File: src/ddac_pkg.sv
// How it works
// - ack address and data bytes on ninth clock
// - release data in ack slot, await master ack
// - compare address bitwise, drop out on mismatch
// - address lsb selects write or read
// - upper address fixed, lowest from select pin
// - command nibble, data; update at eighth clock fall, as ack starts
// - aborted write leaves registers unchanged
// - all-ones command, zero nibble: extended mode
// - channel select bits take power mode
// - power modes: up, float, 1k, 100k
// - read sends output register as two bytes
// - no general call, no ten-bit addressing
// - gate clock on mismatch until next start
// - cmd 0000 loads a, updates b output
// - cmd 0001 loads b, updates a output
// - cmds 0100/0101 load input register only
// - cmds 1000/1001 transfer then load input
// - cmd 1100 loads all registers of both
// - cmd 1101 loads both input registers only
// - cmd 1110 transfers inputs, no data byte
// - cmd 1111 0001/0010 selects readback channel
// - reset: outputs zero, both in 100k mode
package ddac_pkg;
    // upper six address bits; value arbitrary
    localparam logic [5:0] ADDR_UPPER   = 6'h2a;
    localparam int         CODE_W       = 12;
    localparam logic [3:0] CMD_LD_A_UPB = 4'h0;
    localparam logic [3:0] CMD_LD_B_UPA = 4'h1;
    localparam logic [3:0] CMD_IN_A     = 4'h4;
    localparam logic [3:0] CMD_IN_B     = 4'h5;
    localparam logic [3:0] CMD_UP_IN_A  = 4'h8;
    localparam logic [3:0] CMD_UP_IN_B  = 4'h9;
    localparam logic [3:0] CMD_LD_ALL   = 4'hc;
    localparam logic [3:0] CMD_IN_ALL   = 4'hd;
    localparam logic [3:0] CMD_UPDATE   = 4'he;
    localparam logic [3:0] CMD_EXT      = 4'hf;
    localparam logic [3:0] SUB_EXT      = 4'h0;
    localparam logic [3:0] SUB_RD_A     = 4'h1;
    localparam logic [3:0] SUB_RD_B     = 4'h2;
    localparam logic [1:0] PM_UP        = 2'h0;
    localparam logic [1:0] PM_100K      = 2'h3;
    localparam logic [3:0] BIT_LAST     = 4'h7;
    localparam logic [3:0] BIT_ACK      = 4'h8;
    // extended byte field positions
    localparam int         EXT_SEL_A    = 2;
    localparam int         EXT_SEL_B    = 3;
    // serial interface phases
    typedef enum logic [2:0] {
        DDAC_IDLE  = 3'b000,
        DDAC_ADDR  = 3'b001,
        DDAC_WR    = 3'b010,
        DDAC_RD    = 3'b011,
        DDAC_RDACK = 3'b100
    } ddac_state_t;
endpackage

File: src/ddac_slave.sv
`timescale 1ns/100ps
`default_nettype none
module ddac_slave (
    input  wire logic        clk_sys_in,
    input  wire logic        rst_in,
    input  wire logic        scl_in,
    input  wire logic        sda_in,
    input  wire logic        address_bit_zero_in,
    output logic             sda_out,
    output logic             sda_oe_n_out,
    output logic [11:0]      out_code_a_out,
    output logic [11:0]      out_code_b_out,
    output logic [1:0]       power_mode_a_out,
    output logic [1:0]       power_mode_b_out,
    output logic             clock_gated_out
);
    ////////////////////////////////////////////////////////////////////
    // state record
    typedef struct packed {
        ddac_pkg::ddac_state_t st;    // interface phase
        logic        scl_q;           // sampled clock
        logic        sda_q;           // sampled data
        logic        gated;           // clock disconnected
        logic [3:0]  bitn;            // bit within word
        logic [7:0]  shreg;           // shift register
        logic [1:0]  bytes;           // bytes taken this write
        logic [7:0]  cmd;             // first data byte
        logic        ack;             // ack slot active
        logic        ext;             // next byte is power byte
        logic        sel_b;           // readback channel
        logic        rd2;             // second read byte
        logic        drv_low;         // pull data low
        logic [11:0] in_a;            // input registers
        logic [11:0] in_b;
        logic [11:0] out_a;           // output registers
        logic [11:0] out_b;
        logic [1:0]  pm_a;            // power modes
        logic [1:0]  pm_b;
    } ddac_regs_t;

    ddac_regs_t r;
    ddac_regs_t next_r;

    ////////////////////////////////////////////////////////////////////
    // next-state logic
    always_comb begin
        logic        rise;
        logic        fall;
        logic        start;
        logic        stop;
        logic [11:0] code;
        logic [6:0]  my_addr;
        rise    = 1'b0;
        fall    = 1'b0;
        start   = 1'b0;
        stop    = 1'b0;
        code    = 12'h000;
        my_addr = 7'h00;
        next_r  = r;
        next_r.scl_q = scl_in;
        next_r.sda_q = sda_in;
        rise  = scl_in & ~r.scl_q;
        fall  = ~scl_in & r.scl_q;
        start = scl_in & r.scl_q & r.sda_q & ~sda_in;
        stop  = scl_in & r.scl_q & ~r.sda_q & sda_in;
        my_addr = {ddac_pkg::ADDR_UPPER, address_bit_zero_in};
        code  = {r.cmd[3:0], r.shreg};
        if (start) begin
            next_r.gated   = 1'b0;
            next_r.st      = ddac_pkg::DDAC_ADDR;
            // the fall that closes the start wraps the count to bit zero
            next_r.bitn    = '1;
            next_r.ack     = 1'b0;
            next_r.drv_low = 1'b0;
            next_r.bytes   = 2'h0;
            next_r.ext     = 1'b0;
        end else if (stop) begin
            // stop before ack drops partial word
            next_r.st      = ddac_pkg::DDAC_IDLE;
            next_r.drv_low = 1'b0;
            next_r.gated   = 1'b1;
        end else if (!r.gated && r.st != ddac_pkg::DDAC_IDLE) begin
            if (rise && !r.ack) begin
                // sending side shifts on falls only
                if (r.st != ddac_pkg::DDAC_RD) next_r.shreg = {r.shreg[6:0], sda_in};
                if (r.st == ddac_pkg::DDAC_ADDR && r.bitn != ddac_pkg::BIT_LAST
                    && sda_in != my_addr[3'h6 - r.bitn[2:0]]) begin
                    next_r.gated = 1'b1;
                    next_r.st    = ddac_pkg::DDAC_IDLE;
                end
                if (r.st == ddac_pkg::DDAC_RDACK && sda_in)
                    next_r.st = ddac_pkg::DDAC_IDLE;
            end else if (fall) begin
                if (r.ack) begin
                    // end of ack slot
                    next_r.ack     = 1'b0;
                    next_r.drv_low = 1'b0;
                    next_r.bitn    = 4'h0;
                    if (r.st == ddac_pkg::DDAC_RD) begin
                        // first read bit: msb of the loaded byte
                        next_r.drv_low = ~r.shreg[7];
                    end
                end else if (r.bitn == ddac_pkg::BIT_LAST) begin
                    next_r.bitn = ddac_pkg::BIT_ACK;
                    case (r.st)
                        ddac_pkg::DDAC_ADDR: begin
                            next_r.ack     = 1'b1;
                            next_r.drv_low = 1'b1;
                            if (r.shreg[0]) begin
                                next_r.st  = ddac_pkg::DDAC_RD;
                                next_r.rd2 = 1'b0;
                                next_r.shreg = r.sel_b ? {4'h0, r.out_b[11:8]}
                                                       : {4'h0, r.out_a[11:8]};
                            end else begin
                                next_r.st = ddac_pkg::DDAC_WR;
                            end
                        end
                        ddac_pkg::DDAC_WR: begin
                            next_r.ack     = 1'b1;
                            next_r.drv_low = 1'b1;
                            next_r.bytes   = r.bytes + 2'h1;
                            if (r.ext) begin
                                if (r.shreg[ddac_pkg::EXT_SEL_A]) next_r.pm_a = r.shreg[1:0];
                                if (r.shreg[ddac_pkg::EXT_SEL_B]) next_r.pm_b = r.shreg[1:0];
                                next_r.ext   = 1'b0;
                                next_r.bytes = 2'h0;
                            end else if (r.bytes == 2'h0) begin
                                next_r.cmd = r.shreg;
                                if (r.shreg[7:4] == ddac_pkg::CMD_UPDATE) begin
                                    next_r.out_a = r.in_a;
                                    next_r.out_b = r.in_b;
                                    next_r.bytes = 2'h0;
                                end else if (r.shreg[7:4] == ddac_pkg::CMD_EXT) begin
                                    next_r.bytes = 2'h0;
                                    if (r.shreg[3:0] == ddac_pkg::SUB_EXT) next_r.ext = 1'b1;
                                    if (r.shreg[3:0] == ddac_pkg::SUB_RD_A) next_r.sel_b = 1'b0;
                                    if (r.shreg[3:0] == ddac_pkg::SUB_RD_B) next_r.sel_b = 1'b1;
                                end
                            end else begin
                                next_r.bytes = 2'h0;
                                code = {r.cmd[3:0], r.shreg};
                                case (r.cmd[7:4])
                                    ddac_pkg::CMD_LD_A_UPB: begin
                                        next_r.in_a = code;
                                        next_r.out_a = code;
                                        next_r.out_b = r.in_b;
                                    end
                                    ddac_pkg::CMD_LD_B_UPA: begin
                                        next_r.in_b = code;
                                        next_r.out_b = code;
                                        next_r.out_a = r.in_a;
                                    end
                                    ddac_pkg::CMD_IN_A: next_r.in_a = code;
                                    ddac_pkg::CMD_IN_B: next_r.in_b = code;
                                    ddac_pkg::CMD_UP_IN_A: begin
                                        next_r.out_a = r.in_a;
                                        next_r.out_b = r.in_b;
                                        next_r.in_a = code;
                                    end
                                    ddac_pkg::CMD_UP_IN_B: begin
                                        next_r.out_a = r.in_a;
                                        next_r.out_b = r.in_b;
                                        next_r.in_b = code;
                                    end
                                    ddac_pkg::CMD_LD_ALL: begin
                                        next_r.in_a = code;
                                        next_r.in_b = code;
                                        next_r.out_a = code;
                                        next_r.out_b = code;
                                    end
                                    ddac_pkg::CMD_IN_ALL: begin
                                        next_r.in_a = code;
                                        next_r.in_b = code;
                                    end
                                    default: next_r.bytes = 2'h0;
                                endcase
                            end
                        end
                        ddac_pkg::DDAC_RD: begin
                            next_r.ack     = 1'b0;
                            next_r.drv_low = 1'b0;
                            next_r.bitn    = 4'h0;
                            next_r.st      = ddac_pkg::DDAC_RDACK;
                        end
                        default: next_r.st = ddac_pkg::DDAC_IDLE;
                    endcase
                end else begin
                    next_r.bitn = r.bitn + 4'h1;
                    if (r.st == ddac_pkg::DDAC_RD) begin
                        next_r.shreg   = {r.shreg[6:0], 1'b0};
                        next_r.drv_low = ~r.shreg[6];
                    end
                end
            end else if (fall && r.st == ddac_pkg::DDAC_RDACK) begin
                next_r.drv_low = 1'b0;
            end
            // after master ack: send second byte
            if (fall && r.st == ddac_pkg::DDAC_RDACK && r.bitn == 4'h0 && !r.ack) begin
                if (!r.rd2) begin
                    next_r.st      = ddac_pkg::DDAC_RD;
                    next_r.rd2     = 1'b1;
                    next_r.bitn    = 4'h0;
                    next_r.shreg   = r.sel_b ? r.out_b[7:0] : r.out_a[7:0];
                    next_r.drv_low = r.sel_b ? ~r.out_b[7] : ~r.out_a[7];
                end else begin
                    next_r.st = ddac_pkg::DDAC_IDLE;
                end
            end
        end
    end

    ////////////////////////////////////////////////////////////////////
    // state register
    always_ff @(posedge clk_sys_in or posedge rst_in) begin
        if (rst_in) begin
            r       <= '0;
            r.scl_q <= 1'b1;
            r.sda_q <= 1'b1;
            r.gated <= 1'b1;
            r.pm_a  <= ddac_pkg::PM_100K;
            r.pm_b  <= ddac_pkg::PM_100K;
        end else begin
            r <= next_r;
        end
    end

    ////////////////////////////////////////////////////////////////////
    // outputs straight from the record; data pin value tied low
    assign sda_out          = 1'b0;
    assign sda_oe_n_out     = ~r.drv_low;
    assign out_code_a_out   = r.out_a;
    assign out_code_b_out   = r.out_b;
    assign power_mode_a_out = r.pm_a;
    assign power_mode_b_out = r.pm_b;
    assign clock_gated_out  = r.gated;
endmodule // ddac_slave
`default_nettype wire

File: config.mk
export PLATFORM = sky130hd
export DESIGN_NAME = ddac_slave
export DESIGN_NICKNAME = d
export VERILOG_FILES = /design/src/ddac_pkg.sv /design/src/ddac_slave.sv
export SDC_FILE = /design/constraint.sdc
export NUM_CORES = 1
export LEC_CHECK = 0
export BUFFER_PORTS_ARGS = -buffer_cell sky130_fd_sc_hd__buf_2
export CAP_MARGIN = 30
export CORE_MARGIN = 5
export CORE_UTILIZATION = 28
export CTS_BUF_LIST = sky130_fd_sc_hd__clkbuf_16
export CTS_CLUSTER_DIAMETER = 60
export CTS_CLUSTER_SIZE = 16
export DETAILED_ROUTE_END_ITERATION = 7
export HOLD_SLACK_MARGIN = 0.02
export REMOVE_ABC_BUFFERS = 1
export SYNTH_ARGS = -nofsm -noshare
export SYNTH_HDL_FRONTEND = slang
export SYNTH_SLANG_ARGS = --single-unit
File: constraint.sdc
create_clock -name clk_sys_in -period 5.2 [get_ports clk_sys_in]
set_clock_uncertainty 0.2 [all_clocks]
set_input_delay 1.04 -clock clk_sys_in [delete_from_list [all_inputs] [get_ports clk_sys_in]]
set_output_delay 1.04 -clock clk_sys_in [all_outputs]
set_load 0.01 [all_outputs]
==> flow_summary.html, run 1 <==
<table>
<tr><th>Metric</th><th>Value</th></tr>
<tr><th colspan="2">Outcome</th></tr>
<tr><td>Status</td><td>completed</td></tr>
<tr><th colspan="2">Layout</th></tr>
<tr><td>Layout cells sized above 1</td><td>21.7%</td></tr>
<tr><td>Nets</td><td>about 500</td></tr>
<tr><td>Most frequent standard cell in the layout excluding fill and tap cells</td><td>dfrtp_1</td></tr>
<tr><td>Antenna diode count</td><td>0</td></tr>
<tr><td>Area of the multi-input gates</td><td>~0.0024 mm²</td></tr>
<tr><td>FF/Latch Area</td><td>around 0.0021 mm²</td></tr>
<tr><td>Commonest cells after routing, fill and taps aside</td><td>dfrtp_1, nand2_1, o21ai_0</td></tr>
<tr><td>Layout Area Growth over Synthesis</td><td>9.05%</td></tr>
<tr><td># fillers</td><td>about 1800</td></tr>
<tr><td>Total non-filler cell area in the finished layout</td><td>0.00542 mm²</td></tr>
<tr><th colspan="2">Floorplanning</th></tr>
<tr><td>Horiz. Die Dim</td><td>~140 µm</td></tr>
<tr><td>Initial core utilization</td><td>28.6%</td></tr>
<tr><td>Die Height</td><td>about 140 µm</td></tr>
<tr><td>Standard-cell row count</td><td>48</td></tr>
<tr><td>Total Die Area</td><td>around 0.02 mm²</td></tr>
<tr><td>Top-level port count</td><td>36</td></tr>
<tr><td>Core area</td><td>around 0.017 mm²</td></tr>
<tr><th colspan="2">Clock tree</th></tr>
<tr><td>Number of buffers inserted during clock tree synthesis</td><td>9</td></tr>
<tr><td>Insertion delay of the later-clocked pin in the worst-skew pair</td><td>roughly 0.35 ns</td></tr>
<tr><td>Maximum clock path buffer count</td><td>2</td></tr>
<tr><td>TritonCTS clock tree</td><td>done</td></tr>
<tr><td>Sink Count</td><td>85</td></tr>
<tr><td>H-tree depth reported by CTS</td><td>3</td></tr>
<tr><td>Hold_buf cts</td><td>0</td></tr>
<tr><td>Number of buffers inserted to repair setup after CTS</td><td>0</td></tr>
<tr><td>Clock slew seen by the registers of the worst setup and hold paths</td><td>around 0.06 ns</td></tr>
<tr><td>CTS root buf</td><td>clkbuf_16</td></tr>
<tr><td>Cts repair resizes</td><td>0</td></tr>
<tr><th colspan="2">Route</th></tr>
<tr><td>DR WL/cell</td><td>about 17 µm</td></tr>
<tr><td>Number of DRC violations after detailed-routing iteration 0</td><td>332</td></tr>
<tr><td>Count of nets left with antenna violations after detail routing</td><td>0</td></tr>
<tr><td>Total via count in the routed design</td><td>roughly 3700</td></tr>
<tr><td>Number of detailed-route iterations in the first pass</td><td>5</td></tr>
<tr><td>Final wirelength</td><td>roughly 13 mm</td></tr>
<tr><td>Post-detailed-route via-to-cell ratio</td><td>a little over 5</td></tr>
<tr><td>Number of remaining DRC errors</td><td>0</td></tr>
<tr><th colspan="2">Critical path</th></tr>
<tr><td>Element type at the critical path end</td><td>register</td></tr>
<tr><td>Type of the setup path with the least slack</td><td>reg2reg</td></tr>
<tr><td>Critical path buffers and inverters</td><td>0</td></tr>
<tr><td>Crit-path cells</td><td>nor3b_1 &gt; nand4_1 &gt; a2111oi_0 &gt; o22ai_1</td></tr>
<tr><td>Cell with the biggest individual delay on the critical path</td><td>nor3b_1</td></tr>
<tr><td>Critical Path Fanout Max</td><td>18</td></tr>
<tr><td>CP top delay family</td><td>simple AND/OR/NAND/NOR gates</td></tr>
<tr><td>Biggest cell delay along the critical path</td><td>just over 0.8 ns</td></tr>
<tr><td>Kind of launch point of the worst setup path</td><td>register</td></tr>
<tr><td>Arrival time reported for the critical path endpoint</td><td>3.32 ns</td></tr>
<tr><td>Required time at the endpoint of the critical path</td><td>5.20 ns</td></tr>
<tr><th colspan="2">Timing</th></tr>
<tr><td>Tightest Pin Transition</td><td>0.921 ns</td></tr>
<tr><td>Final worst-path cycle share</td><td>~64%</td></tr>
<tr><td>Final setup violation count</td><td>0</td></tr>
<tr><td>FMAX</td><td>around 300 MHz</td></tr>
<tr><td>Count of endpoints failing hold in the final timing report</td><td>0</td></tr>
<tr><td>Number of slew-limit violations in the final report</td><td>0</td></tr>
<tr><td>Shortest clock period the worst path allows after layout</td><td>between 3 and 4 ns</td></tr>
<tr><td>Unrepaired setup endpoints after global routing</td><td>no</td></tr>
<tr><td>Fin Setup TNS</td><td>0 ns</td></tr>
<tr><td>Worst relative slew slack</td><td>38.5%</td></tr>
<tr><th colspan="2">Synthesis</th></tr>
<tr><td>Cell variety after synth</td><td>65</td></tr>
<tr><td>Flops &amp; latches, synth</td><td>85</td></tr>
<tr><td>Share of async-settable or async-resettable flops after synthesis</td><td>100%</td></tr>
<tr><td>Post-Syn Area per Cell</td><td>around 9.7 µm²</td></tr>
<tr><td>Main synth FF type</td><td>dfrtp_1</td></tr>
<tr><td>Post-synth EDFFs</td><td>0</td></tr>
<tr><td>Mapped cell area</td><td>about 0.0050 mm²</td></tr>
<tr><td>Count of warnings emitted by yosys</td><td>0</td></tr>
<tr><td>Sequential fraction of the synthesis area</td><td>between 40% and 50%</td></tr>
<tr><td>Synth Instances</td><td>roughly 510</td></tr>
<tr><th colspan="2">Hold path</th></tr>
<tr><td>Tightest Hold Check Type</td><td>reg2reg</td></tr>
<tr><th colspan="2">Power</th></tr>
<tr><td>Switching Share</td><td>a little over a third</td></tr>
<tr><td>Combinational group share of total power</td><td>between 20 and 25%</td></tr>
<tr><td>Leakage power</td><td>~0.0024 µW</td></tr>
<tr><td>Pint</td><td>about 1300 µW</td></tr>
<tr><td>Switching power</td><td>roughly 710 µW</td></tr>
<tr><td>Seq pwr share</td><td>a little over two fifths</td></tr>
<tr><td>Maximum VDD drop</td><td>0.228 mV</td></tr>
<tr><td>Clock network fraction of design power</td><td>approximately 34%</td></tr>
<tr><td>Power per cell area</td><td>between 300 and 400 mW/mm²</td></tr>
<tr><th colspan="2">Placement</th></tr>
<tr><td>Routability-driven placement congestion ratio</td><td>about 0.9</td></tr>
<tr><td>Instance area after placement</td><td>0.00510 mm²</td></tr>
<tr><td>IO buf count</td><td>34</td></tr>
<tr><td>HPWL after detailed placement</td><td>8.76 mm</td></tr>
<tr><th colspan="2">GRT</th></tr>
<tr><td>First-pass GRT wire length</td><td>approximately 21 mm</td></tr>
<tr><td>Pin count of the biggest net entering global routing</td><td>52</td></tr>
<tr><td>Initial antenna violation count</td><td>0</td></tr>
<tr><td>Via count of the first global-routing pass</td><td>approximately 3700</td></tr>
<tr><td>Total routing resource utilization after global routing</td><td>12.7%</td></tr>
<tr><td>Total overflow reported by the global router</td><td>0</td></tr>
<tr><th colspan="2">Flow run</th></tr>
<tr><td>Max-cap violations</td><td>0</td></tr>
</table>
-- power by group through the flow --
stage               clock (µW)  sequential, µW  combinational, µW
detailed placement           0             869                451
global placement             0             868                447
CTS                        685             857                456
floorplan                    0             815                345
finish                     672             861                457
global route               716             876                512
-- final timing paths --
check | cells past startpoint | slack, ns | start | endpoint
hold reg to reg | 2 | 0.30 | r[66] | r[66]
hold / removal | 2 | 0.30 | r[66] | r[66]
min in group asynchronous | 2 | 0.54 | rst_in | out_code_a_out[11]
max in group asynchronous | 3 | 3.20 | rst_in | r[84]
setup / recovery | 4 | 1.87 | r[83] | r[54]
setup reg to reg | 4 | 1.87 | r[83] | r[54]
-- final cells by class --
| type | count | share of cell area (%) |
|---|---|---|
| clock buffer | 9 | 4.16 |
| clock inverter | 7 | 1.48 |
| inverter | 12 | 0.855 |
| multi-input combinational | 348 | 44.4 |
| sequential | 85 | 39.4 |
| tap | 225 | 5.20 |
| timing repair buffer | 41 | 4.44 |
-- sequential cells by signal (all words and copies together), names as in the netlist --
register and cells:
clock_gated_out 1, out_code_a_out 12, out_code_b_out 12, power_mode_a_out 2, power_mode_b_out 2, r 56
-- synth_stat cells (9+ instances only) --
cell      count  area, µm²
clkbuf_1     29        109
nand2_1      66        248
nand3_1       9       45.0
buf_4        29        218
dfrtp_1      78       1950
nor3b_1       9       67.6
inv_1        12       45.0
o21ai_0      44        220
nor2_1       21       78.8
nor3_1       12       60.1
mux2i_1      32        320
a21oi_1      22        110
mux2_4       10        150
mux2_2       25        282
-- stage by stage --
step / worst slack (ns) / power (µW) / hold slack [ns] / cells / util, %
after floorplan: 1.60 / 1160 / 0.249 / 445 / -
after global placement: 1.69 / 1310 / 0.264 / 709 / 29.3
after detailed placement: 1.73 / 1320 / 0.290 / 710 / 29.4
after CTS: 1.92 / 2000 / 0.305 / 726 / 31.2
after global routing: 1.50 / 2100 / 0.320 / 727 / 31.2
final: 1.87 / 1990 / 0.300 / 727 / 31.2
-- per-layer routing --
metal / global-route usage [%] / part of all wire (%)
met5: 0 / 0
met2: 19.7 / 47
met3: 3.08 / 4.3
met1: 17.8 / 47
met4: 3.55 / 1.1
-- cells by family after synthesis --
group                    share of synthesized area (%)
buffers and inverters                             8.89
adder cells (fa/ha/maj)                           1.01
multiplexers                                      15.1
AND/OR/NAND/NOR                                   16.1
XOR/XNOR                                         0.529
other                                           0.0755
AO/OA/AOI/OAI                                     15.2
flip-flops                                        43.0
-- worst register-to-register path: cells and delay by family, from the launching register on --
| kind | cells | cell delay [ns] |
|---|---|---|
| simple gates | 2 | 1.57 |
| flops | 1 | 0.64 |
| compound gates | 2 | 0.77 |
Power figures use the tool's default switching activity.
==> inputs of run 2 (changes only) <==
==> constraint.sdc (replaced) <==
create_clock -name clk_sys_in -period 2.7 [get_ports clk_sys_in]
set_clock_uncertainty 0.2 [all_clocks]
set_input_delay 0.54 -clock clk_sys_in [delete_from_list [all_inputs] [get_ports clk_sys_in]]
set_output_delay 0.54 -clock clk_sys_in [all_outputs]
set_load 0.01 [all_outputs]
==> run 2 against run 1 <==
  * Utilization rose by 1.4 points
  * Sequential share of layout area fell by 1.6 points
  * Critical path depth rose by 3
  * Combinational power rose to 2.5 times the previous value
==> flow_summary.html, run 2 (synthesis results as in run 1) <==
<table>
<tr><th>Metric</th><th>Value</th></tr>
<tr><th colspan="2">Placement</th></tr>
<tr><td>HPWL after detailed placement</td><td>9.57 mm (+9.3%)</td></tr>
<tr><td>IO buf count</td><td>34 (unchanged)</td></tr>
<tr><td>Routability-driven placement congestion ratio</td><td>0.893 (-0.84%)</td></tr>
<tr><td>Placed instance count</td><td>745 (+4.9%)</td></tr>
<tr><td>Instance area after placement</td><td>0.00536 mm² (+5.0%)</td></tr>
<tr><th colspan="2">Critical path</th></tr>
<tr><td>Critical Path Source</td><td>r[76]</td></tr>
<tr><td>Worst reg2reg path depth</td><td>7 (+3)</td></tr>
<tr><td>Cell with the biggest individual delay on the critical path</td><td>dfrtp_2</td></tr>
<tr><td>Internal reg-to-reg setup slack</td><td>0.11 ns (-1.76 ns)</td></tr>
<tr><td>Arrival time reported for the critical path endpoint</td><td>2.63 ns (-0.69 ns)</td></tr>
<tr><td>Critical Path Fanout Max</td><td>12 (-6)</td></tr>
<tr><td>Reg2reg end</td><td>r[45]</td></tr>
<tr><td>CP top delay family</td><td>simple AND/OR/NAND/NOR gates</td></tr>
<tr><td>Kind of launch point of the worst setup path</td><td>register</td></tr>
<tr><td>Critical path buffers and inverters</td><td>1 (+1)</td></tr>
<tr><td>Reg-to-Reg Start</td><td>r[76]</td></tr>
<tr><td>Required time at the endpoint of the critical path</td><td>2.73 ns (-2.47 ns)</td></tr>
<tr><td>Biggest cell delay along the critical path</td><td>0.42 ns (-0.39 ns)</td></tr>
<tr><td>Crit-path cells</td><td>ha_1 &gt; nand3b_1 &gt; nor4_4 &gt; buf_4 &gt; nand4_1 &gt; a21o_2 &gt; mux2_2</td></tr>
<tr><td>Element type at the critical path end</td><td>register</td></tr>
<tr><td>Type of the setup path with the least slack</td><td>reg2reg</td></tr>
<tr><th colspan="2">Floorplanning</th></tr>
<tr><td>Die Height</td><td>143 µm (unchanged)</td></tr>
<tr><td>Standard-cell row count</td><td>48 (unchanged)</td></tr>
<tr><td>Total Die Area</td><td>0.0205 mm² (unchanged)</td></tr>
<tr><td>Core area</td><td>0.0174 mm² (unchanged)</td></tr>
<tr><td>Horiz. Die Dim</td><td>143 µm (unchanged)</td></tr>
<tr><td>Top-level port count</td><td>36 (unchanged)</td></tr>
<tr><td>Initial core utilization</td><td>28.6% (unchanged)</td></tr>
<tr><th colspan="2">Timing</th></tr>
<tr><td>Worst relative slew slack</td><td>51.6% (+13 points)</td></tr>
<tr><td>Tightest Pin Transition</td><td>0.724 ns (-0.197 ns)</td></tr>
<tr><td>FMAX</td><td>386 MHz (+28%)</td></tr>
<tr><td>Shortest clock period the worst path allows after layout</td><td>2.59 ns (-0.736 ns)</td></tr>
<tr><td>Final setup violation count</td><td>0 (unchanged)</td></tr>
<tr><td>Count of endpoints failing hold in the final timing report</td><td>0 (unchanged)</td></tr>
<tr><td>Number of slew-limit violations in the final report</td><td>0 (unchanged)</td></tr>
<tr><td>Final worst-path cycle share</td><td>96.0% (+32 points)</td></tr>
<tr><td>Worst hold slack</td><td>0.0708 ns (-0.229 ns)</td></tr>
<tr><th colspan="2">GRT</th></tr>
<tr><td>Initial antenna violation count</td><td>0 (unchanged)</td></tr>
<tr><td>Total routing resource utilization after global routing</td><td>13.7% (+0.94 points)</td></tr>
<tr><td>Total overflow reported by the global router</td><td>0 (unchanged)</td></tr>
<tr><td>Via count of the first global-routing pass</td><td>3898 (+5.5%)</td></tr>
<tr><td>Pin count of the biggest net entering global routing</td><td>49 (-5.8%)</td></tr>
<tr><td>First-pass GRT wire length</td><td>21.8 mm (+5.9%)</td></tr>
<tr><th colspan="2">Clock tree</th></tr>
<tr><td>Hold_buf cts</td><td>0 (unchanged)</td></tr>
<tr><td>H-tree depth reported by CTS</td><td>3 (unchanged)</td></tr>
<tr><td>Clock slew seen by the registers of the worst setup and hold paths</td><td>0.07 ns (about the same)</td></tr>
<tr><td>Number of buffers inserted during clock tree synthesis</td><td>9 (unchanged)</td></tr>
<tr><td>Maximum clock path buffer count</td><td>2 (unchanged)</td></tr>
<tr><td>TritonCTS clock tree</td><td>done</td></tr>
<tr><td>CTS root buf</td><td>clkbuf_16</td></tr>
<tr><td>Sink Count</td><td>85 (unchanged)</td></tr>
<tr><td>Insertion delay of the later-clocked pin in the worst-skew pair</td><td>0.35 ns (about the same)</td></tr>
<tr><th colspan="2">Flow run</th></tr>
<tr><td>Max-cap violations</td><td>0 (unchanged)</td></tr>
<tr><th colspan="2">Route</th></tr>
<tr><td>Met1 layer wirelength in the final routing</td><td>6.25 mm (+6.0%)</td></tr>
<tr><td>Routed length on met2</td><td>6.34 mm (+6.6%)</td></tr>
<tr><td>Number of remaining DRC errors</td><td>0 (unchanged)</td></tr>
<tr><td>Count of nets left with antenna violations after detail routing</td><td>0 (unchanged)</td></tr>
<tr><td>Number of detailed-route iterations in the first pass</td><td>5 (unchanged)</td></tr>
<tr><td>Total via count in the routed design</td><td>3901 (+4.7%)</td></tr>
<tr><td>Uppermost signal routing layer after detailed routing</td><td>met4</td></tr>
<tr><td>Wire length on met3</td><td>619 µm (+14%)</td></tr>
<tr><td>Number of DRC violations after detailed-routing iteration 0</td><td>246 (-26%)</td></tr>
<tr><td>Post-detailed-route via-to-cell ratio</td><td>5.12 (about the same)</td></tr>
<tr><td>Final wirelength</td><td>13.4 mm (+7.2%)</td></tr>
<tr><td>DR WL/cell</td><td>17.6 µm (+2.2%)</td></tr>
<tr><th colspan="2">Layout</th></tr>
<tr><td>Top register by number of flip-flops</td><td>r</td></tr>
<tr><td>Layout Area Growth over Synthesis</td><td>13.8%</td></tr>
<tr><td>Post-route non-filler standard cell count</td><td>762 (+4.8%)</td></tr>
<tr><td>Finished Core Util</td><td>32.6% (+1.4 points)</td></tr>
<tr><td>Layout cells sized above 1</td><td>27.2% (+5.5 points)</td></tr>
<tr><td>Most frequent standard cell in the layout excluding fill and tap cells</td><td>dfrtp_1</td></tr>
<tr><td>Antenna diode count</td><td>0 (unchanged)</td></tr>
<tr><td>Number of flip-flops under the largest register name</td><td>56 (unchanged)</td></tr>
<tr><td>Commonest cells after routing, fill and taps aside</td><td>dfrtp_1, nand2_1, o21ai_0</td></tr>
<tr><td>Total non-filler cell area in the finished layout</td><td>0.00565 mm² (+4.4%)</td></tr>
<tr><td>Nets</td><td>541 (+6.9%)</td></tr>
<tr><th colspan="2">Power</th></tr>
<tr><td>Power per cell area</td><td>692 mW/mm² (+88%)</td></tr>
<tr><td>Total power of the final layout</td><td>3910 µW (+97%)</td></tr>
<tr><td>Leakage power</td><td>0.00259 µW (+6.4%)</td></tr>
<tr><td>Maximum VDD drop</td><td>0.320 mV (+40%)</td></tr>
<tr><th colspan="2">Hold path</th></tr>
<tr><td>Tightest Hold Check Type</td><td>in2async</td></tr>
<tr><th colspan="2">Outcome</th></tr>
<tr><td>Status</td><td>completed</td></tr>
</table>
[run 2: changes by cell type in the layout (fill, tap and decap cells not counted)]
cell	previous run	this run
a21o_2	0	1
dfrtp_2	0	1
buf_16	1	0
buf_12	0	1
bufinv_16	1	0
dfrtp_1	78	77
clkinvlp_4	1	0
buf_4	5	40
or2_4	1	2
buf_2	35	34
a21o_1	3	2
inv_6	2	3
clkinv_2	2	3
[run 2: worst max path at each step]
stage | to | cells after the start
floorplan | out_code_a_out[0] | 6
global placement | r[51] | 7
detailed placement | r[50] | 7
CTS | r[51] | 7
global route | r[51] | 7
finish | r[45] | 7
[run 2: worst reg2reg max path, delay by kind of cell (launching register included)]
family	cells	cell delay [ns]
simple gates	3	0.73
flops	1	0.42
compound gates	1	0.38
mux	1	0.32
fa+ha+maj	1	0.24
buf+inv	1	0.20
[run 2: layout make-up]
type | count | area (µm²)
tap | 225 | 282
timing repair buffer | 75 | 490
multi-input combinational | 349 | 2420
sequential | 85 | 2140
clock buffer | 9 | 225
fill | 1784 | 11700
clock inverter | 7 | 56.3
inverter | 12 | 46.3
[run 2: report_power, final]
part	leakage (µW)	switching [µW]	internal (µW)
logic	0.00133	671	478
clock network	0.000142	558	638
registers	0.00112	193	1370
[run 2: layer usage]
| layer | global-route usage [%] | vias up |
|---|---|---|
| met3 | 2.95 | 14 |
| met4 | 4.35 | 0 |
| li1 | - | 1842 |
| met5 | 0 | - |
| met1 | 18.9 | 1940 |
| met2 | 21.4 | 105 |
[run 2: stage by stage]
| stage | setup slack (ns) | TNS, ns |
|---|---|---|
| floorplan | -0.511 | -29.57 |
| global placement | -0.000484 | -0.000484 |
| detailed placement | 0.0190 | 0 |
| CTS | 0.0537 | 0 |
| global route | -0.00268 | -0.00268 |
| finish | 0.107 | 0 |
[run 2: repair_timing]
item,4_1_cts,5_1_grt
setup buffers,0,0
endpoints found under the setup margin,0,25
gates resized for setup,0,3
==> inputs of run 3 (changes only) <==
--- a/config.mk
+++ b/config.mk
@@ -5,6 +5,7 @@
 export SDC_FILE = /design/constraint.sdc
 export NUM_CORES = 1
 export LEC_CHECK = 0
+export ABC_AREA = 1
 export BUFFER_PORTS_ARGS = -buffer_cell sky130_fd_sc_hd__buf_2
 export CAP_MARGIN = 30
 export CORE_MARGIN = 5
==> constraint.sdc (replaced) <==
create_clock -name clk_sys_in -period 2.39 [get_ports clk_sys_in]
set_clock_uncertainty 0.2 [all_clocks]
set_input_delay 0.478 -clock clk_sys_in [delete_from_list [all_inputs] [get_ports clk_sys_in]]
set_output_delay 0.478 -clock clk_sys_in [all_outputs]
set_load 0.01 [all_outputs]
==> run 3 against run 2 <==
  * Synthesized cell count increased by 52%
  * Cell area increased by 11%
  * Synthesized area increased by 11%
  * Routed wire length increased by 30%
  * Clock power increased by 23%
  * Maximum frequency increased by 17%
  * Sequential power increased by 11%
==> flow_summary.html, run 3 <==
<table>
<tr><th>Metric</th><th>Value</th></tr>
<tr><th colspan="2">Clock tree</th></tr>
<tr><td>Clock slew seen by the registers of the worst setup and hold paths</td><td>0.07 ns (about the same)</td></tr>
<tr><td>Number of buffers inserted to repair setup after CTS</td><td>0 (unchanged)</td></tr>
<tr><td>TritonCTS clock tree</td><td>done</td></tr>
<tr><td>Insertion delay of the later-clocked pin in the worst-skew pair</td><td>0.36 ns (about the same)</td></tr>
<tr><td>Maximum clock path buffer count</td><td>2 (unchanged)</td></tr>
<tr><td>Sink Count</td><td>85 (unchanged)</td></tr>
<tr><td>Number of buffers inserted during clock tree synthesis</td><td>9 (unchanged)</td></tr>
<tr><td>H-tree depth reported by CTS</td><td>3 (unchanged)</td></tr>
<tr><td>CTS root buf</td><td>clkbuf_16</td></tr>
<tr><th colspan="2">Synthesis</th></tr>
<tr><td>Count of warnings emitted by yosys</td><td>0 (unchanged)</td></tr>
<tr><td>Share of async-settable or async-resettable flops after synthesis</td><td>100% (unchanged)</td></tr>
<tr><td>Post-synth EDFFs</td><td>0 (unchanged)</td></tr>
<tr><td>Post-Syn Area per Cell</td><td>7.13 µm² (-27%)</td></tr>
<tr><td>Main synth FF type</td><td>dfrtp_1</td></tr>
<tr><td>Mapped cell area</td><td>0.00553 mm² (+11%)</td></tr>
<tr><td>Sequential fraction of the synthesis area</td><td>38.6% (-4.4 points)</td></tr>
<tr><td>Top post-synthesis cells by area</td><td>dfrtp_1, nand2_1, nor2_1</td></tr>
<tr><td>Count leader, synth</td><td>nand2_1</td></tr>
<tr><td>Cell variety after synth</td><td>47 (-28%)</td></tr>
<tr><td>Synth top area share</td><td>35.3% (-4.0 points)</td></tr>
<tr><td>Synth Instances</td><td>775 (+52%)</td></tr>
<tr><td>Top cell type by total area after synthesis</td><td>dfrtp_1</td></tr>
<tr><td>Flops &amp; latches, synth</td><td>85 (unchanged)</td></tr>
<tr><td>Ranking of synthesized cells by instance count</td><td>nand2_1, nor2_1, dfrtp_1</td></tr>
<tr><th colspan="2">Timing</th></tr>
<tr><td>Tightest Pin Transition</td><td>0.575 ns (-0.148 ns)</td></tr>
<tr><td>Worst relative slew slack</td><td>61.6% (+10 points)</td></tr>
<tr><td>Shortest clock period the worst path allows after layout</td><td>2.21 ns (-0.382 ns)</td></tr>
<tr><td>Number of slew-limit violations in the final report</td><td>0 (unchanged)</td></tr>
<tr><td>Final setup violation count</td><td>0 (unchanged)</td></tr>
<tr><td>FMAX</td><td>452 MHz (+17%)</td></tr>
<tr><td>Least setup slack across all paths after layout</td><td>0.179 ns (+0.0718 ns)</td></tr>
<tr><td>Unrepaired setup endpoints after global routing</td><td>no</td></tr>
<tr><td>Fin Setup TNS</td><td>0 ns (unchanged)</td></tr>
<tr><td>Final worst-path cycle share</td><td>92.5% (-3.5 points)</td></tr>
<tr><td>Count of endpoints failing hold in the final timing report</td><td>0 (unchanged)</td></tr>
<tr><th colspan="2">Route</th></tr>
<tr><td>Number of remaining DRC errors</td><td>0 (unchanged)</td></tr>
<tr><td>Count of nets left with antenna violations after detail routing</td><td>0 (unchanged)</td></tr>
<tr><td>Final wirelength</td><td>17.5 mm (+30%)</td></tr>
<tr><td>Post-detailed-route via-to-cell ratio</td><td>4.93 (-3.6%)</td></tr>
<tr><td>Total via count in the routed design</td><td>5274 (+35%)</td></tr>
<tr><td>Number of detailed-route iterations in the first pass</td><td>5 (unchanged)</td></tr>
<tr><td>DR WL/cell</td><td>16.4 µm (-7.1%)</td></tr>
<tr><td>Number of DRC violations after detailed-routing iteration 0</td><td>501 (+100%)</td></tr>
<tr><th colspan="2">Critical path</th></tr>
<tr><td>Kind of launch point of the worst setup path</td><td>register</td></tr>
<tr><td>Critical Path Source</td><td>r[75]</td></tr>
<tr><td>Type of the setup path with the least slack</td><td>reg2reg</td></tr>
<tr><td>Required time at the endpoint of the critical path</td><td>2.48 ns (-0.25 ns)</td></tr>
<tr><td>Biggest cell delay along the critical path</td><td>0.44 ns (+0.02 ns)</td></tr>
<tr><td>Critical path buffers and inverters</td><td>1 (unchanged)</td></tr>
<tr><td>Cell seen most often among critical-path stages</td><td>nand3_4</td></tr>
<tr><td>Cell with the biggest individual delay on the critical path</td><td>dfrtp_1</td></tr>
<tr><td>Reg-to-Reg Start</td><td>r[75]</td></tr>
<tr><td>Arrival time reported for the critical path endpoint</td><td>2.31 ns (-0.32 ns)</td></tr>
<tr><td>Element type at the critical path end</td><td>register</td></tr>
<tr><td>Crit-path cells</td><td>ha_1 &gt; nand3_4 &gt; nor2_4 &gt; nand2_2 &gt; nor2_2 &gt; nand3_4 &gt; inv_4 &gt; o21ai_1 &gt; nand2_1</td></tr>
<tr><td>Critical Path Fanout Max</td><td>24 (+12)</td></tr>
<tr><td>CP top delay family</td><td>simple AND/OR/NAND/NOR gates</td></tr>
<tr><th colspan="2">GRT</th></tr>
<tr><td>First-pass GRT wire length</td><td>27.7 mm (+27%)</td></tr>
<tr><td>Pin count of the biggest net entering global routing</td><td>31 (-37%)</td></tr>
<tr><td>Global route hottest layer</td><td>met2</td></tr>
<tr><td>Met2 Use GR</td><td>23.1% (+1.8 points)</td></tr>
<tr><td>Met3 GRT Util</td><td>3.64% (+0.70 points)</td></tr>
<tr><td>Initial antenna violation count</td><td>0 (unchanged)</td></tr>
<tr><td>Total overflow reported by the global router</td><td>0 (unchanged)</td></tr>
<tr><td>Via count of the first global-routing pass</td><td>5112 (+31%)</td></tr>
<tr><td>Total routing resource utilization after global routing</td><td>15.8% (+2.1 points)</td></tr>
<tr><td>Met1 Track Usage GR</td><td>22.9% (+4.0 points)</td></tr>
<tr><th colspan="2">Power</th></tr>
<tr><td>Maximum VDD drop</td><td>0.298 mV (-7.0%)</td></tr>
<tr><td>Leakage power</td><td>0.00312 µW (+21%)</td></tr>
<tr><td>Power per cell area</td><td>755 mW/mm² (+9.2%)</td></tr>
<tr><td>Total power of the final layout</td><td>4750 µW (+21%)</td></tr>
<tr><th colspan="2">Floorplanning</th></tr>
<tr><td>Total Die Area</td><td>0.0226 mm² (+10%)</td></tr>
<tr><td>Core area</td><td>0.0195 mm² (+12%)</td></tr>
<tr><td>Die Height</td><td>150 µm (+5.1%)</td></tr>
<tr><td>Horiz. Die Dim</td><td>150 µm (+5.1%)</td></tr>
<tr><td>Standard-cell row count</td><td>51 (+6.3%)</td></tr>
<tr><td>Initial core utilization</td><td>28.4% (-0.22 points)</td></tr>
<tr><td>Top-level port count</td><td>36 (unchanged)</td></tr>
<tr><th colspan="2">Outcome</th></tr>
<tr><td>Status</td><td>completed</td></tr>
<tr><th colspan="2">Placement</th></tr>
<tr><td>HPWL after detailed placement</td><td>12.5 mm (+30%)</td></tr>
<tr><td>IO buf count</td><td>34 (unchanged)</td></tr>
<tr><td>Routability-driven placement congestion ratio</td><td>0.907 (+1.6%)</td></tr>
<tr><td>Worst slack at placement</td><td>0.0483 ns (+0.0293 ns)</td></tr>
<tr><th colspan="2">Flow run</th></tr>
<tr><td>Max-cap violations</td><td>0 (unchanged)</td></tr>
<tr><th colspan="2">Layout</th></tr>
<tr><td>Antenna diode count</td><td>0 (unchanged)</td></tr>
<tr><td>Nets</td><td>808 (+49%)</td></tr>
<tr><td>Top register by number of flip-flops</td><td>r</td></tr>
<tr><td>Number of flip-flops under the largest register name</td><td>56 (unchanged)</td></tr>
<tr><td>Layout cells sized above 1</td><td>16.9% (-10 points)</td></tr>
<tr><td>Layout Area Growth over Synthesis</td><td>13.7%</td></tr>
<tr><td>Commonest cells after routing, fill and taps aside</td><td>nand2_1, nor2_1, dfrtp_1</td></tr>
<tr><td>Most frequent standard cell in the layout excluding fill and tap cells</td><td>nand2_1</td></tr>
<tr><th colspan="2">Hold path</th></tr>
<tr><td>Startpoint of the tightest hold check path</td><td>sda_in</td></tr>
<tr><td>Tightest Hold Check Type</td><td>in2reg</td></tr>
</table>
run 3: changes by cell type after synthesis, sizes merged, moves of 19 or more:
cell,before,now
nand2,66,205
nor2,21,108
inv,12,71
nand3,9,55
o21ai,45,90
mux2,35,0
mux2i,32,1
o211ai,3,24
buf,37,57
clkbuf,29,10
run 3: path summary, 6_finish.rpt:
check	to	slack, ns	cells after the start
worst max-delay path	out_code_a_out[2]	0.18	9
worst min-delay path	r[80]	0.07	1
worst max register to register	out_code_a_out[2]	0.18	9
worst min register to register	r[35]	0.28	2
max in group asynchronous	power_mode_b_out[1]	0.86	4
min in group asynchronous	out_code_b_out[7]	0.51	3
run 3: per-stage QoR:
step	util, %	area, µm²	hold WS, ns	cells
finish	32.3	6280	0.0658	1069
global route	32.3	6280	0.0613	1069
CTS	32.3	6280	0.0575	1069
detailed placement	30.7	5970	0.271	1052
global placement	30.7	5970	0.261	1052
floorplan	-	5100	0.247	708
run 3: cell families (layout without fill, tap and decap cells):
logic type	Yosys count	in the layout	share of synthesized area, %
xor+xnor	1	1	0.159
other cells	1	1	0.0679
compound gates	156	156	16.7
fa+ha+maj	4	4	0.906
buf+inv	140	169	12.7
simple gates	387	387	30.7
flops	85	85	38.6
mux	1	1	0.181
run 3: metal layers:
metal  vias up  wire length (µm)
li1       2552                 -
met1      2477              8160
met2       222              7650
met3        23              1320
met4         0               361
met5         -                 0
run 3: area by class of cell:
cell class,count,area [µm²]
inverter,73,278
timing repair buffer,80,543
sequential,85,2140
clock buffer,9,225
clock inverter,7,72.6
fill,2082,13200
tap,265,332
multi-input combinational,550,2700
run 3: power by group:
group          internal [µW]  switching [µW]  total [µW]
clock                    819             648        1470
sequential              1560             178        1740
combinational            517            1020        1540
total                   2900            1850        4750
run 3: worst reg2reg max path, stage by stage (launching register included):
cell	delay (ns)
dfrtp_1	0.44
ha_1	0.28
nand3_4	0.13
nor2_4	0.16
nand2_2	0.13
nor2_2	0.18
nand3_4	0.15
inv_4	0.28
o21ai_1	0.13
nand2_1	0.08
run 3: timing repair:
| item | CTS | global route |
|---|---|---|
| hold buffers | 1 | 0 |
| hold endpoints to repair | 27 | 0 |
| resized for setup | 0 | 2 |
| endpoints found under the setup margin | 0 | 4 |
